[src/hw/hpas_pkg.sv]
// Constants and types for the host port access sampler
package hpas_pkg;
   localparam int unsigned DATA_W       = 16;
   localparam int unsigned CLK_FREQ_MHZ = 20;
   localparam int unsigned MIN_SAMPLES  = 3;
   localparam logic [15:0] RD_RESET     = 16'h0000;
   localparam logic [15:0] WR_RESET     = 16'h0000;

   typedef enum logic [1:0] {
      HPAS_IDLE,
      HPAS_WRITE,
      HPAS_READ
   } hpas_state_t;
endpackage

[src/hw/hpas_sampler.sv]
// Host port access sampler: oversamples async host strobes, commits writes, drives reads
`timescale 1ns/1ps

// Notes on behaviour
// - Host pins are asynchronous; sample them on every rising internal clock edge.
// - A write is committed only at the first non-access sample after access.
// - Every write-qualifying sample outside a read access captures data, overwriting the earlier capture.
// - First non-access sample does not capture; it commits the last held value.
// - Read drives the bus from first qualifying sample until first non-access.
// - Access needs a strobe together with chip select low, in any order.
// - A sample missing setup is invalid; recognition waits for the next sample.
module hpas_sampler
   import hpas_pkg::*;
(
   input  wire logic              clk,
   input  wire logic              rst_b,
   input  wire logic              host_chip_select_n,
   input  wire logic              host_write_n,
   input  wire logic              host_read_n,
   input  wire logic [DATA_W-1:0] host_data_in,
   input  wire logic [DATA_W-1:0] rd_data,
   output logic      [DATA_W-1:0] host_data_out,
   output logic      [DATA_W-1:0] host_data_oe,
   output logic                   wr_commit,
   output logic      [DATA_W-1:0] wr_data,
   output logic                   rd_start
);

   logic              cs_n_s1_q;
   logic              cs_n_s2_q;
   logic              wr_n_s1_q;
   logic              wr_n_s2_q;
   logic              rd_n_s1_q;
   logic              rd_n_s2_q;
   logic [DATA_W-1:0] dat_s1_q;
   logic [DATA_W-1:0] dat_s2_q;
   logic [DATA_W-1:0] hold_q;
   logic [DATA_W-1:0] wr_data_q;
   logic              wr_commit_q;
   logic              rd_start_q;
   logic              drive_q;
   logic [DATA_W-1:0] dout_q;
   hpas_state_t       state_q;
   hpas_state_t       state_d;
   logic              wr_cond;
   logic              rd_cond;
   logic              no_access;
   logic              commit_now;

   // Write condition: select low with the write strobe low
   function automatic logic write_seen(input logic cs_n, input logic wr_n);
      return !cs_n && !wr_n;
   endfunction

   // Read condition; write has priority when both strobes are low
   function automatic logic read_seen(input logic cs_n, input logic wr_n, input logic rd_n);
      return !cs_n && !rd_n && wr_n;
   endfunction

   // Non-access: select high, or neither strobe low
   function automatic logic idle_seen(input logic cs_n, input logic wr_n, input logic rd_n);
      return cs_n || (wr_n && rd_n);
   endfunction

   always_ff @(posedge clk or negedge rst_b)
   begin
      if (!rst_b)
      begin
         cs_n_s1_q <= 1'b1;
         cs_n_s2_q <= 1'b1;
      end
      else
      begin
         cs_n_s1_q <= host_chip_select_n;
         cs_n_s2_q <= cs_n_s1_q;
      end
   end

   always_ff @(posedge clk or negedge rst_b)
   begin
      if (!rst_b)
      begin
         wr_n_s1_q <= 1'b1;
         wr_n_s2_q <= 1'b1;
      end
      else
      begin
         wr_n_s1_q <= host_write_n;
         wr_n_s2_q <= wr_n_s1_q;
      end
   end

   always_ff @(posedge clk or negedge rst_b)
   begin
      if (!rst_b)
      begin
         rd_n_s1_q <= 1'b1;
         rd_n_s2_q <= 1'b1;
      end
      else
      begin
         rd_n_s1_q <= host_read_n;
         rd_n_s2_q <= rd_n_s1_q;
      end
   end

   // data kept in step with the strobes, so capture lines up with the condition
   always_ff @(posedge clk or negedge rst_b)
   begin
      if (!rst_b)
      begin
         dat_s1_q <= WR_RESET;
         dat_s2_q <= WR_RESET;
      end
      else
      begin
         dat_s1_q <= host_data_in;
         dat_s2_q <= dat_s1_q;
      end
   end

   // a late-changing input resolves in the synchroniser; the next sample decides
   assign wr_cond    = write_seen(cs_n_s2_q, wr_n_s2_q);
   assign rd_cond    = read_seen(cs_n_s2_q, wr_n_s2_q, rd_n_s2_q);
   assign no_access  = idle_seen(cs_n_s2_q, wr_n_s2_q, rd_n_s2_q);
   assign commit_now = (state_q == HPAS_WRITE) && no_access;

   always_comb
   begin
      state_d = state_q;
      case (state_q)
         HPAS_IDLE:
         begin
            if (wr_cond)
               state_d = HPAS_WRITE;
            else if (rd_cond)
               state_d = HPAS_READ;
         end
         // A swapped strobe without release stays inside the same access
         HPAS_WRITE:
         begin
            if (no_access)
               state_d = HPAS_IDLE;
         end
         HPAS_READ:
         begin
            if (no_access)
               state_d = HPAS_IDLE;
         end
         default:
            state_d = HPAS_IDLE;
      endcase
   end

   always_ff @(posedge clk or negedge rst_b)
   begin
      if (!rst_b)
         state_q <= HPAS_IDLE;
      else
         state_q <= state_d;
   end

   always_ff @(posedge clk or negedge rst_b)
   begin
      if (!rst_b)
         hold_q <= WR_RESET;
      else if (wr_cond && state_q != HPAS_READ)
         hold_q <= dat_s2_q;
   end

   always_ff @(posedge clk or negedge rst_b)
   begin
      if (!rst_b)
         wr_commit_q <= 1'b0;
      else
         wr_commit_q <= commit_now;
   end

   // no capture then, last value used
   always_ff @(posedge clk or negedge rst_b)
   begin
      if (!rst_b)
         wr_data_q <= WR_RESET;
      else if (commit_now)
         wr_data_q <= hold_q;
   end

   // drive from first read sample to first non-access
   always_ff @(posedge clk or negedge rst_b)
   begin
      if (!rst_b)
         drive_q <= 1'b0;
      else
         drive_q <= (state_d == HPAS_READ);
   end

   // Pulse for the internal fetch at the first read sample
   always_ff @(posedge clk or negedge rst_b)
   begin
      if (!rst_b)
         rd_start_q <= 1'b0;
      else
         rd_start_q <= (state_q == HPAS_IDLE) && (state_d == HPAS_READ);
   end

   // Read data follows the internal source on every read sample
   always_ff @(posedge clk or negedge rst_b)
   begin
      if (!rst_b)
         dout_q <= RD_RESET;
      else if (state_d == HPAS_READ)
         dout_q <= rd_data;
   end

   // Host side are assumed: short strobes may be missed entirely
   assign host_data_out = dout_q;
   assign host_data_oe  = {DATA_W{drive_q}};
   assign wr_commit     = wr_commit_q;
   assign wr_data       = wr_data_q;
   assign rd_start      = rd_start_q;

endmodule // hpas_sampler

[config.mk]
export PLATFORM = sky130hd
export DESIGN_NAME = hpas_sampler
export DESIGN_NICKNAME = d
export VERILOG_FILES = /design/src/hw/hpas_pkg.sv /design/src/hw/hpas_sampler.sv
export SDC_FILE = /design/constraint.sdc
export NUM_CORES = 1
export LEC_CHECK = 0
export BUFFER_PORTS_ARGS = -buffer_cell sky130_fd_sc_hd__buf_2
export CORE_AREA = 3 3 128 81
export DETAILED_ROUTE_END_ITERATION = 7
export DIE_AREA = 0 0 131 84
export MAX_ROUTING_LAYER = met4
export SYNTH_ARGS = -nofsm -noshare
export SYNTH_HDL_FRONTEND = slang
export SYNTH_SLANG_ARGS = --single-unit
[constraint.sdc]
create_clock -name clk -period 2.2 [get_ports clk]
set_input_delay 0.66 -clock clk [delete_from_list [all_inputs] [get_ports clk]]
set_output_delay 0.66 -clock clk [all_outputs]
set_load 0.01 [all_outputs]
==> results.py, run 1 <==
metrics = {
    "finish": {
        "finalNonFillerCells": 401,
        "regArea_mm2": 0.00228,
        "drive_gt1_frac": 0.604,
        "area.growth.synth_to_final_pct": 24.4,
        "layout.nets": 306,
        "final_cell_area_mm2": 0.00399,
        "multi_input_area_um2": 753,
        "nFillCells": 838,
    },
    "placed_design": {
        "place_congestion": 0.730,
        "dp.cells": 384,
        "port_buffers": 86,
        "post-dp-hpwl_mm": 3.56,
        "place_area_mm2": 0.00370,
    },
    "timing": {
        "slew_violations": 0,
        "rsz0062_at_grt": "no",
        "hold_viol": 0,
        "finalSetupViolCount": 0,
        "fin_crit_ps": 2000,
        "tightest_slew_ps": 314,
        "setup_tns_ps": 0,
        "skew_ps": 4.73,
        "min_period_over_period": 0.910,
        "relSlewSlack": 0.791,
        "max_freq_ghz": 0.500,
    },
    "routing": {
        "wl_mm": 5.09,
        "antenna_left": 0,
        "num_vias": 1624,
        "wire_per_inst_um": 12.7,
        "via_per_inst": 4.05,
        "drt-initial-drc-count": 57,
        "first_pass_iters": 4,
        "post-route-drc-count": 0,
    },
    "synth": {
        "syn_nets": 226,
        "synth_edf_count": 0,
        "syn_inst": 185,
        "yosysTopAreaCell": "dfrtp_1",
        "yosysWarnings": 0,
        "synth_area_mm2": 0.00320,
        "ys_seq_area_frac": 0.713,
        "ys_types": 23,
        "yosys.area_share.adder": 0.0156,
        "synth-seq-cells": 91,
        "synthSimpleGateAreaFrac": 0.0180,
        "synth_top_family_by_area": "multiplexers",
        "yosys-top-cells-area": "dfrtp_1 (66%), mux2_2 (14%), dfstp_2 (4.9%), mux2_4 (4.2%), buf_4 (3.7%)",
        "synth.most_common_cell": "dfrtp_1",
        "synth.area.mux_share": 0.179,
        "yosysTopAreaCellShare": 0.664,
        "synthTopCellsByCount": "dfrtp_1 (85), mux2_2 (39), buf_4 (16)",
        "synthArstFlopShare": 1.00,
        "synth_compound_area_frac": 0.0203,
        "avgSynthCellArea_um2": 17.3,
        "synth_xor_area_frac": 0,
        "synth_ff_type": "dfrtp_1",
    },
    "power_and_ir_drop": {
        "power.density_mw_per_mm2": 1350,
        "total_leakage_power_uw": 0.00193,
        "peakVddDrop_v": 0.000669,
        "totalPowerFinal_uw": 5360,
    },
    "setup_path": {
        "worstPathArrival_ps": 2210,
        "critPathCaptureType": "register",
        "required_ps": 2410,
        "worst-setup-path-type": "reg2reg",
        "critPathLaunchType": "register",
        "cp_max_fo": 17,
    },
    "floorplan": {
        "die_w_um": 131,
        "core_mm2": 0.00916,
        "die_y_um": 84,
        "rows": 27,
        "fp.dieArea_mm2": 0.0110,
        "ioPinCount": 87,
        "start_util": 0.350,
    },
    "clock_tree": {
        "clk_transition_reported_paths_ps": 60,
        "clk_latency_ps": 330,
        "post_cts_buffers": 0,
        "clockBufferDepth": 2,
        "hold_buffers": 0,
        "cts.repair.resized": 0,
        "cts_tree": "done",
        "htree_levels": 3,
        "cts_sinks": 91,
        "cts_root_buf": "clkbuf_16",
        "numCtsBuffers": 9,
    },
    "status": {
        "status": "finished, final reports clean",
    },
    "global_route": {
        "grt_pass1_vias": 1712,
        "antenna_found_initial": 1,
        "overflow": 0,
        "gr-usage-all-layers": 0.108,
        "grt_pass1_wl_mm": 8.69,
        "grt_max_degree": 60,
    },
    "run": {
        "max_cap_viol_count": 0,
    },
    "hold_path": {
        "hold_path_class": "in2async",
    },
}
layout make-up:
cell class	instances	area share
Tap cell	130	0.0408
Antenna cell	1	0.000628
Inverter	4	0.00377
Clock buffer	11	0.0609
Sequential cell	91	0.573
Timing Repair Buffer	90	0.122
Clock inverter	5	0.00942
Multi-Input combinational cell	69	0.189
flip-flops by register name (all words and copies together) (netlist names), 2 cells and up:
| name | cells |
|---|---|
| wr_data | 16 |
| hold_q | 16 |
| host_data_out | 16 |
| state_q | 2 |
| dat_s1_q | 16 |
| dat_s2_q | 16 |
layout by cell type, fill, tap and decap left out, types with 3 or more instances in the layout:
cell type	synthesis	routed
inv_1	4	4
mux2_2	39	39
a21oi_1	3	3
buf_2	3	85
clkbuf_16	0	9
ha_1	4	4
buf_4	16	3
mux2_4	9	9
dfstp_2	6	6
dfrtp_1	85	85
kinds of logic (layout without fill, tap and decap cells):
kind of cell	Yosys count	in the layout
muxes	48	48
and+or+nand+nor	9	9
DFF	91	91
other	0	1
buffers and inverters	25	110
adders and majority gates	4	4
AOI/OAI and AO/OA	8	8
power by group:
part	switching, uW	internal, uW
sequential	246	2150
combinational	710	853
clock	605	800
total	1560	3800
layer usage:
| layer | GRT usage | part of all wire | vias up |
|---|---|---|---|
| met1 | 0.147 | 0.48 | 784 |
| met4 | 0.0336 | 0.012 | 0 |
| met2 | 0.136 | 0.41 | 61 |
| met3 | 0.0575 | 0.094 | 9 |
| met5 | - | 0 | - |
| li1 | - | - | 770 |
critical path, cell delays in order (launching register included):
cell and delay (ps):
dfrtp_1 430, inv_1 90, ha_1 320, a21oi_1 150
nor3_1 50, nor2_1 260, nand2_4 230, mux2_4 350
per-stage QoR:
stage / worst slack (ps) / hold slack (ps) / util
after floorplan: 319 / 331 / -
after global placement: 264 / 332 / 0.405
final: 199 / 284 / 0.435
after detailed placement: 192 / 335 / 0.405
after global routing: 18.9 / 282 / 0.435
after CTS: 181 / 279 / 0.435
worst paths after layout:
check,from,to,slack [ps],depth (start not counted)
max,state_q[0],host_data_out[13],200,7
min,rst_b,wr_data[2],280,2
max reg2reg,state_q[0],host_data_out[13],200,7
min reg2reg,dat_s1_q[1],dat_s2_q[1],350,0
max in group asynchronous,rst_b,hold_q[10],1600,2
min in group clk,dat_s1_q[1],dat_s2_q[1],350,0
Power figures use the tool's default switching activity.
==> run 2, diff against run 1 <==
Settings changed: CTS_BUF_LIST from default to sky130_fd_sc_hd__clkbuf_16.
==> run 2 against run 1 <==
  * Power fell by 0.75%
  * Combinational power barely moved
  * Routed wire length did not move
  * Largest cell class unchanged
  * Largest power group unchanged
==> results.py, run 2 (same netlist as run 1, synthesis figures left out) <==
metrics = {
    "power_and_ir_drop": {
        "p_int_uw": 3760,
        "p_clk_frac": 0.256,
        "p_sw_uw": 1560,
        "power.density_mw_per_mm2": 1340,
        "netSwitchingFraction": 0.293,
        "total_leakage_power_uw": 0.00193,
        "totalPowerFinal_uw": 5320,
        "combPwrFrac": 0.294,
        "peakVddDrop_v": 0.000675,
        "pwr-share-seq": 0.450,
    },
    "global_route": {
        "grt_pass1_vias": 1707,
        "overflow": 0,
        "antenna_found_initial": 1,
        "grt_max_degree": 60,
        "gr-usage-all-layers": 0.108,
        "grt_pass1_wl_mm": 8.69,
    },
    "clock_tree": {
        "clk_transition_reported_paths_ps": 60,
        "clk_latency_ps": 330,
        "cts_root_buf": "clkbuf_16",
        "cts.repair.resized": 0,
        "cts_tree": "done",
        "numCtsBuffers": 9,
        "htree_levels": 3,
        "clockBufferDepth": 2,
        "hold_buffers": 0,
        "cts_sinks": 91,
        "post_cts_buffers": 0,
    },
    "setup_path": {
        "critPathCaptureType": "register",
        "reg2regPathDepth": 7,
        "r2r_end": "host_data_out[13]",
        "worst-setup-path-type": "reg2reg",
        "worstPathArrival_ps": 2210,
        "required_ps": 2410,
        "critPathLaunchType": "register",
        "cp_max_fo": 17,
        "regToRegSetupSlack_ps": 200,
        "r2r-start": "state_q[0]",
    },
    "floorplan": {
        "core_mm2": 0.00916,
        "ioPinCount": 87,
        "die_y_um": 84,
        "fp.dieArea_mm2": 0.0110,
        "rows": 27,
        "die_w_um": 131,
        "start_util": 0.350,
    },
    "placed_design": {
        "post-dp-hpwl_mm": 3.56,
        "place_congestion": 0.730,
        "place_area_mm2": 0.00370,
        "port_buffers": 86,
    },
    "finish": {
        "final_core_util": 0.434,
        "layout_common_cells": "dfrtp_1 (85), buf_2 (85), mux2_2 (39)",
        "final_cell_area_mm2": 0.00398,
        "drive_gt1_frac": 0.600,
        "area.growth.synth_to_final_pct": 24.1,
        "layout.nets": 306,
    },
    "routing": {
        "num_vias": 1622,
        "drt-initial-drc-count": 60,
        "wl_mm": 5.09,
        "antenna_left": 0,
        "via_per_inst": 4.04,
        "wire_per_inst_um": 12.7,
        "first_pass_iters": 4,
        "post-route-drc-count": 0,
    },
    "timing": {
        "slew_violations": 0,
        "min_period_over_period": 0.910,
        "relSlewSlack": 0.791,
        "holdWs_ps": 284,
        "setup_tns_ps": 0,
        "max_freq_ghz": 0.499,
        "rsz0062_at_grt": "no",
        "fin_crit_ps": 2000,
        "tightest_slew_ps": 314,
        "hold_viol": 0,
        "finalSetupViolCount": 0,
        "skew_ps": 4.73,
    },
    "hold_path": {
        "hold_path_class": "in2async",
    },
    "status": {
        "status": "finished, final reports clean",
    },
    "run": {
        "max_cap_viol_count": 0,
    },
}
-- run 2: changes by cell type in the layout (fill, tap and decap cells not counted), sizes merged --
cell    delta
clkbuf     -2
clkinv     +1
inv        +1
-- run 2: critical path: stages, from the launching register on --
cell and delay, ps:
dfrtp_1 430, inv_1 90, ha_1 320, a21oi_1 150, nor3_1 50, nor2_1 260, nand2_4 230, mux2_4 350
-- run 2: worst max-delay path by stage --
stage                     startpoint                 to  slack, ps  cells after the start
after floorplan           state_q[0]  host_data_out[10]        320                      8
after global placement    state_q[1]  host_data_out[11]        260                      7
after detailed placement  state_q[0]   host_data_out[6]        190                      7
after CTS                 state_q[0]   host_data_out[6]        180                      7
after global routing      state_q[0]  host_data_out[13]         20                      7
final                     state_q[0]  host_data_out[13]        200                      7
-- run 2: routing by layer --
layer	up-vias	routed length (um)	track usage
met1	781	2430	0.147
met3	9	486	0.0575
li1	771	-	-
met2	61	2120	0.136
met5	-	0	-
met4	0	59	0.0336
-- run 2: final cells by class --
cell class,count,area (um^2)
clock buffer,9,225
timing repair buffer,90,488
inverter,4,15.0
antenna,1,2.50
sequential,91,2280
multi-input combinational,69,753
clock inverter,7,45.0
fill,836,5180
tap,130,163
-- run 2: per-stage QoR --
| stage | instances | worst slack, ps |
|---|---|---|
| finish | 401 | 197 |
| global route | 401 | 18.9 |
| CTS | 400 | 181 |
| detailed placement | 384 | 192 |
| global placement | 384 | 264 |
| floorplan | 185 | 319 |
-- run 2: power by group through the flow --
stage	clock network (uW)	logic [uW]	registers [uW]
2_1_floorplan	0	969	2540
3_3_place_gp	0	1560	2420
3_5_place_dp	0	1600	2430
4_1_cts	1420	1600	2410
5_1_grt	1500	1710	2470
6_report	1360	1560	2400
==> run 3, diff against run 2 <==
Settings changed: PLACE_DENSITY_LB_ADDON from default to 0.2.
==> run 3 against run 2 <==
  * Combinational power about the same
  * Critical path depth unchanged
  * Flip-flop and latch count unchanged
  * Utilization unchanged
  * Power up 1.5%
  * Routed wire length up 7.1%
  * Die area unchanged
  * Final area unchanged
  * Final cell count down 0.25%
  * Clock power up 5%
  * Non-clock buffer count up 1
  * Register-to-register slack worse by 20 ps
  * Highest routed layer unchanged
==> results.py, run 3 (same netlist as run 1, synthesis figures left out) <==
metrics = {
    "floorplan": {
        "core_mm2": 0.00916,
        "die_y_um": 84,
        "start_util": 0.350,
        "ioPinCount": 87,
        "rows": 27,
        "fp.dieArea_mm2": 0.0110,
        "die_w_um": 131,
    },
    "setup_path": {
        "cp_max_fo": 17,
        "r2r_end": "host_data_out[8]",
        "r2r-start": "state_q[0]",
        "critPathCaptureType": "register",
        "crit_buf_inv": 1,
        "worst-setup-path-type": "reg2reg",
        "critPathLaunchType": "register",
        "required_ps": 2420,
        "reg2regPathDepth": 7,
        "slowest_stage": "dfrtp_1",
        "path_cells": "inv_1 -> ha_1 -> a21oi_1 -> o32ai_2 -> o21a_2 -> nand2_4 -> mux2_4",
        "regToRegSetupSlack_ps": 180,
        "worstPathArrival_ps": 2240,
        "critPathTopFamily": "compound AO/OA/AOI/OAI gates",
        "cpPeakStageDelay_ps": 440,
    },
    "finish": {
        "layout_common_cells": "dfrtp_1 (85), buf_2 (85), mux2_2 (39)",
        "area.growth.synth_to_final_pct": 24.1,
        "drive_gt1_frac": 0.602,
        "layout.nets": 307,
    },
    "placed_design": {
        "post-dp-hpwl_mm": 3.71,
        "place_congestion": 0.670,
        "port_buffers": 86,
        "preCtsSetupSlack_ps": 178,
    },
    "clock_tree": {
        "cts_root_buf": "clkbuf_16",
        "clk_transition_reported_paths_ps": 60,
        "hold_buffers": 0,
        "clk_latency_ps": 330,
        "clockBufferDepth": 2,
        "cts_sinks": 91,
        "htree_levels": 3,
        "cts_tree": "done",
        "numCtsBuffers": 9,
    },
    "timing": {
        "fin_crit_ps": 2020,
        "skew_ps": 4.88,
        "slew_violations": 0,
        "rsz0062_at_grt": "no",
        "min_period_over_period": 0.920,
        "hold_viol": 0,
        "max_freq_ghz": 0.494,
        "fin_ws_ps": 177,
        "relSlewSlack": 0.730,
        "tightest_slew_ps": 404,
        "finalSetupViolCount": 0,
        "holdWs_ps": 256,
        "setup_tns_ps": 0,
    },
    "power_and_ir_drop": {
        "power.density_mw_per_mm2": 1360,
        "total_leakage_power_uw": 0.00194,
        "peakVddDrop_v": 0.000643,
    },
    "status": {
        "status": "finished, final reports clean",
    },
    "routing": {
        "num_vias": 1633,
        "wl_mm": 5.46,
        "wire_per_inst_um": 13.6,
        "antenna_left": 0,
        "post-route-drc-count": 0,
        "drt-initial-drc-count": 89,
        "first_pass_iters": 4,
        "via_per_inst": 4.08,
    },
    "global_route": {
        "antenna_found_initial": 1,
        "grt_pass1_wl_mm": 8.83,
        "overflow": 0,
        "grt_pass1_vias": 1699,
        "grt_max_degree": 44,
        "gr-usage-all-layers": 0.112,
    },
    "hold_path": {
        "hold_path_class": "in2async",
    },
    "run": {
        "max_cap_viol_count": 0,
    },
}
==> run 3: final cells by class <==
cell class / count / area (um^2)
fillers: 843 / 5180
flip-flops and latches: 91 / 2280
multi-input cells: 69 / 756
repair buffers: 91 / 483
clock buffers: 9 / 225
well taps: 130 / 163
clock inverters: 5 / 47.5
inverters: 4 / 15.0
diodes: 1 / 2.50
==> run 3: power breakdown <==
part	switching [uW]	internal (uW)
clock	577	854
sequential	249	2150
combinational	718	856
total	1540	3860
==> run 3: how the worst max path moves through the flow <==
stage                          start           endpoint  depth (start not counted)
final                     state_q[0]   host_data_out[8]                          7
after global routing      state_q[0]   host_data_out[2]                          7
after CTS                 state_q[1]  host_data_out[14]                          7
after detailed placement  state_q[1]  host_data_out[14]                          7
after floorplan           state_q[0]  host_data_out[10]                          8
after global placement    state_q[1]  host_data_out[14]                          7
==> run 3: routing by layer <==
layer	wire length [um]	global-route usage
met2	2270	0.136
met3	465	0.0537
met4	43	0.0476
met1	2680	0.157
met5	0	-
==> run 3: timing repair <==
item | CTS | global route
endpoints found under the setup margin | 0 | 13
gates resized for setup | 0 | 1
setup buffers | 0 | 0
==> run 3: per-stage QoR <==
step	total power (uW)	util	cell area [um^2]	instances
floorplan	3510	-	3200	185
global placement	3990	0.404	3700	385
detailed placement	4030	0.404	3700	385
CTS	5500	0.434	3970	399
global route	5770	0.434	3980	400
finish	5400	0.434	3980	400
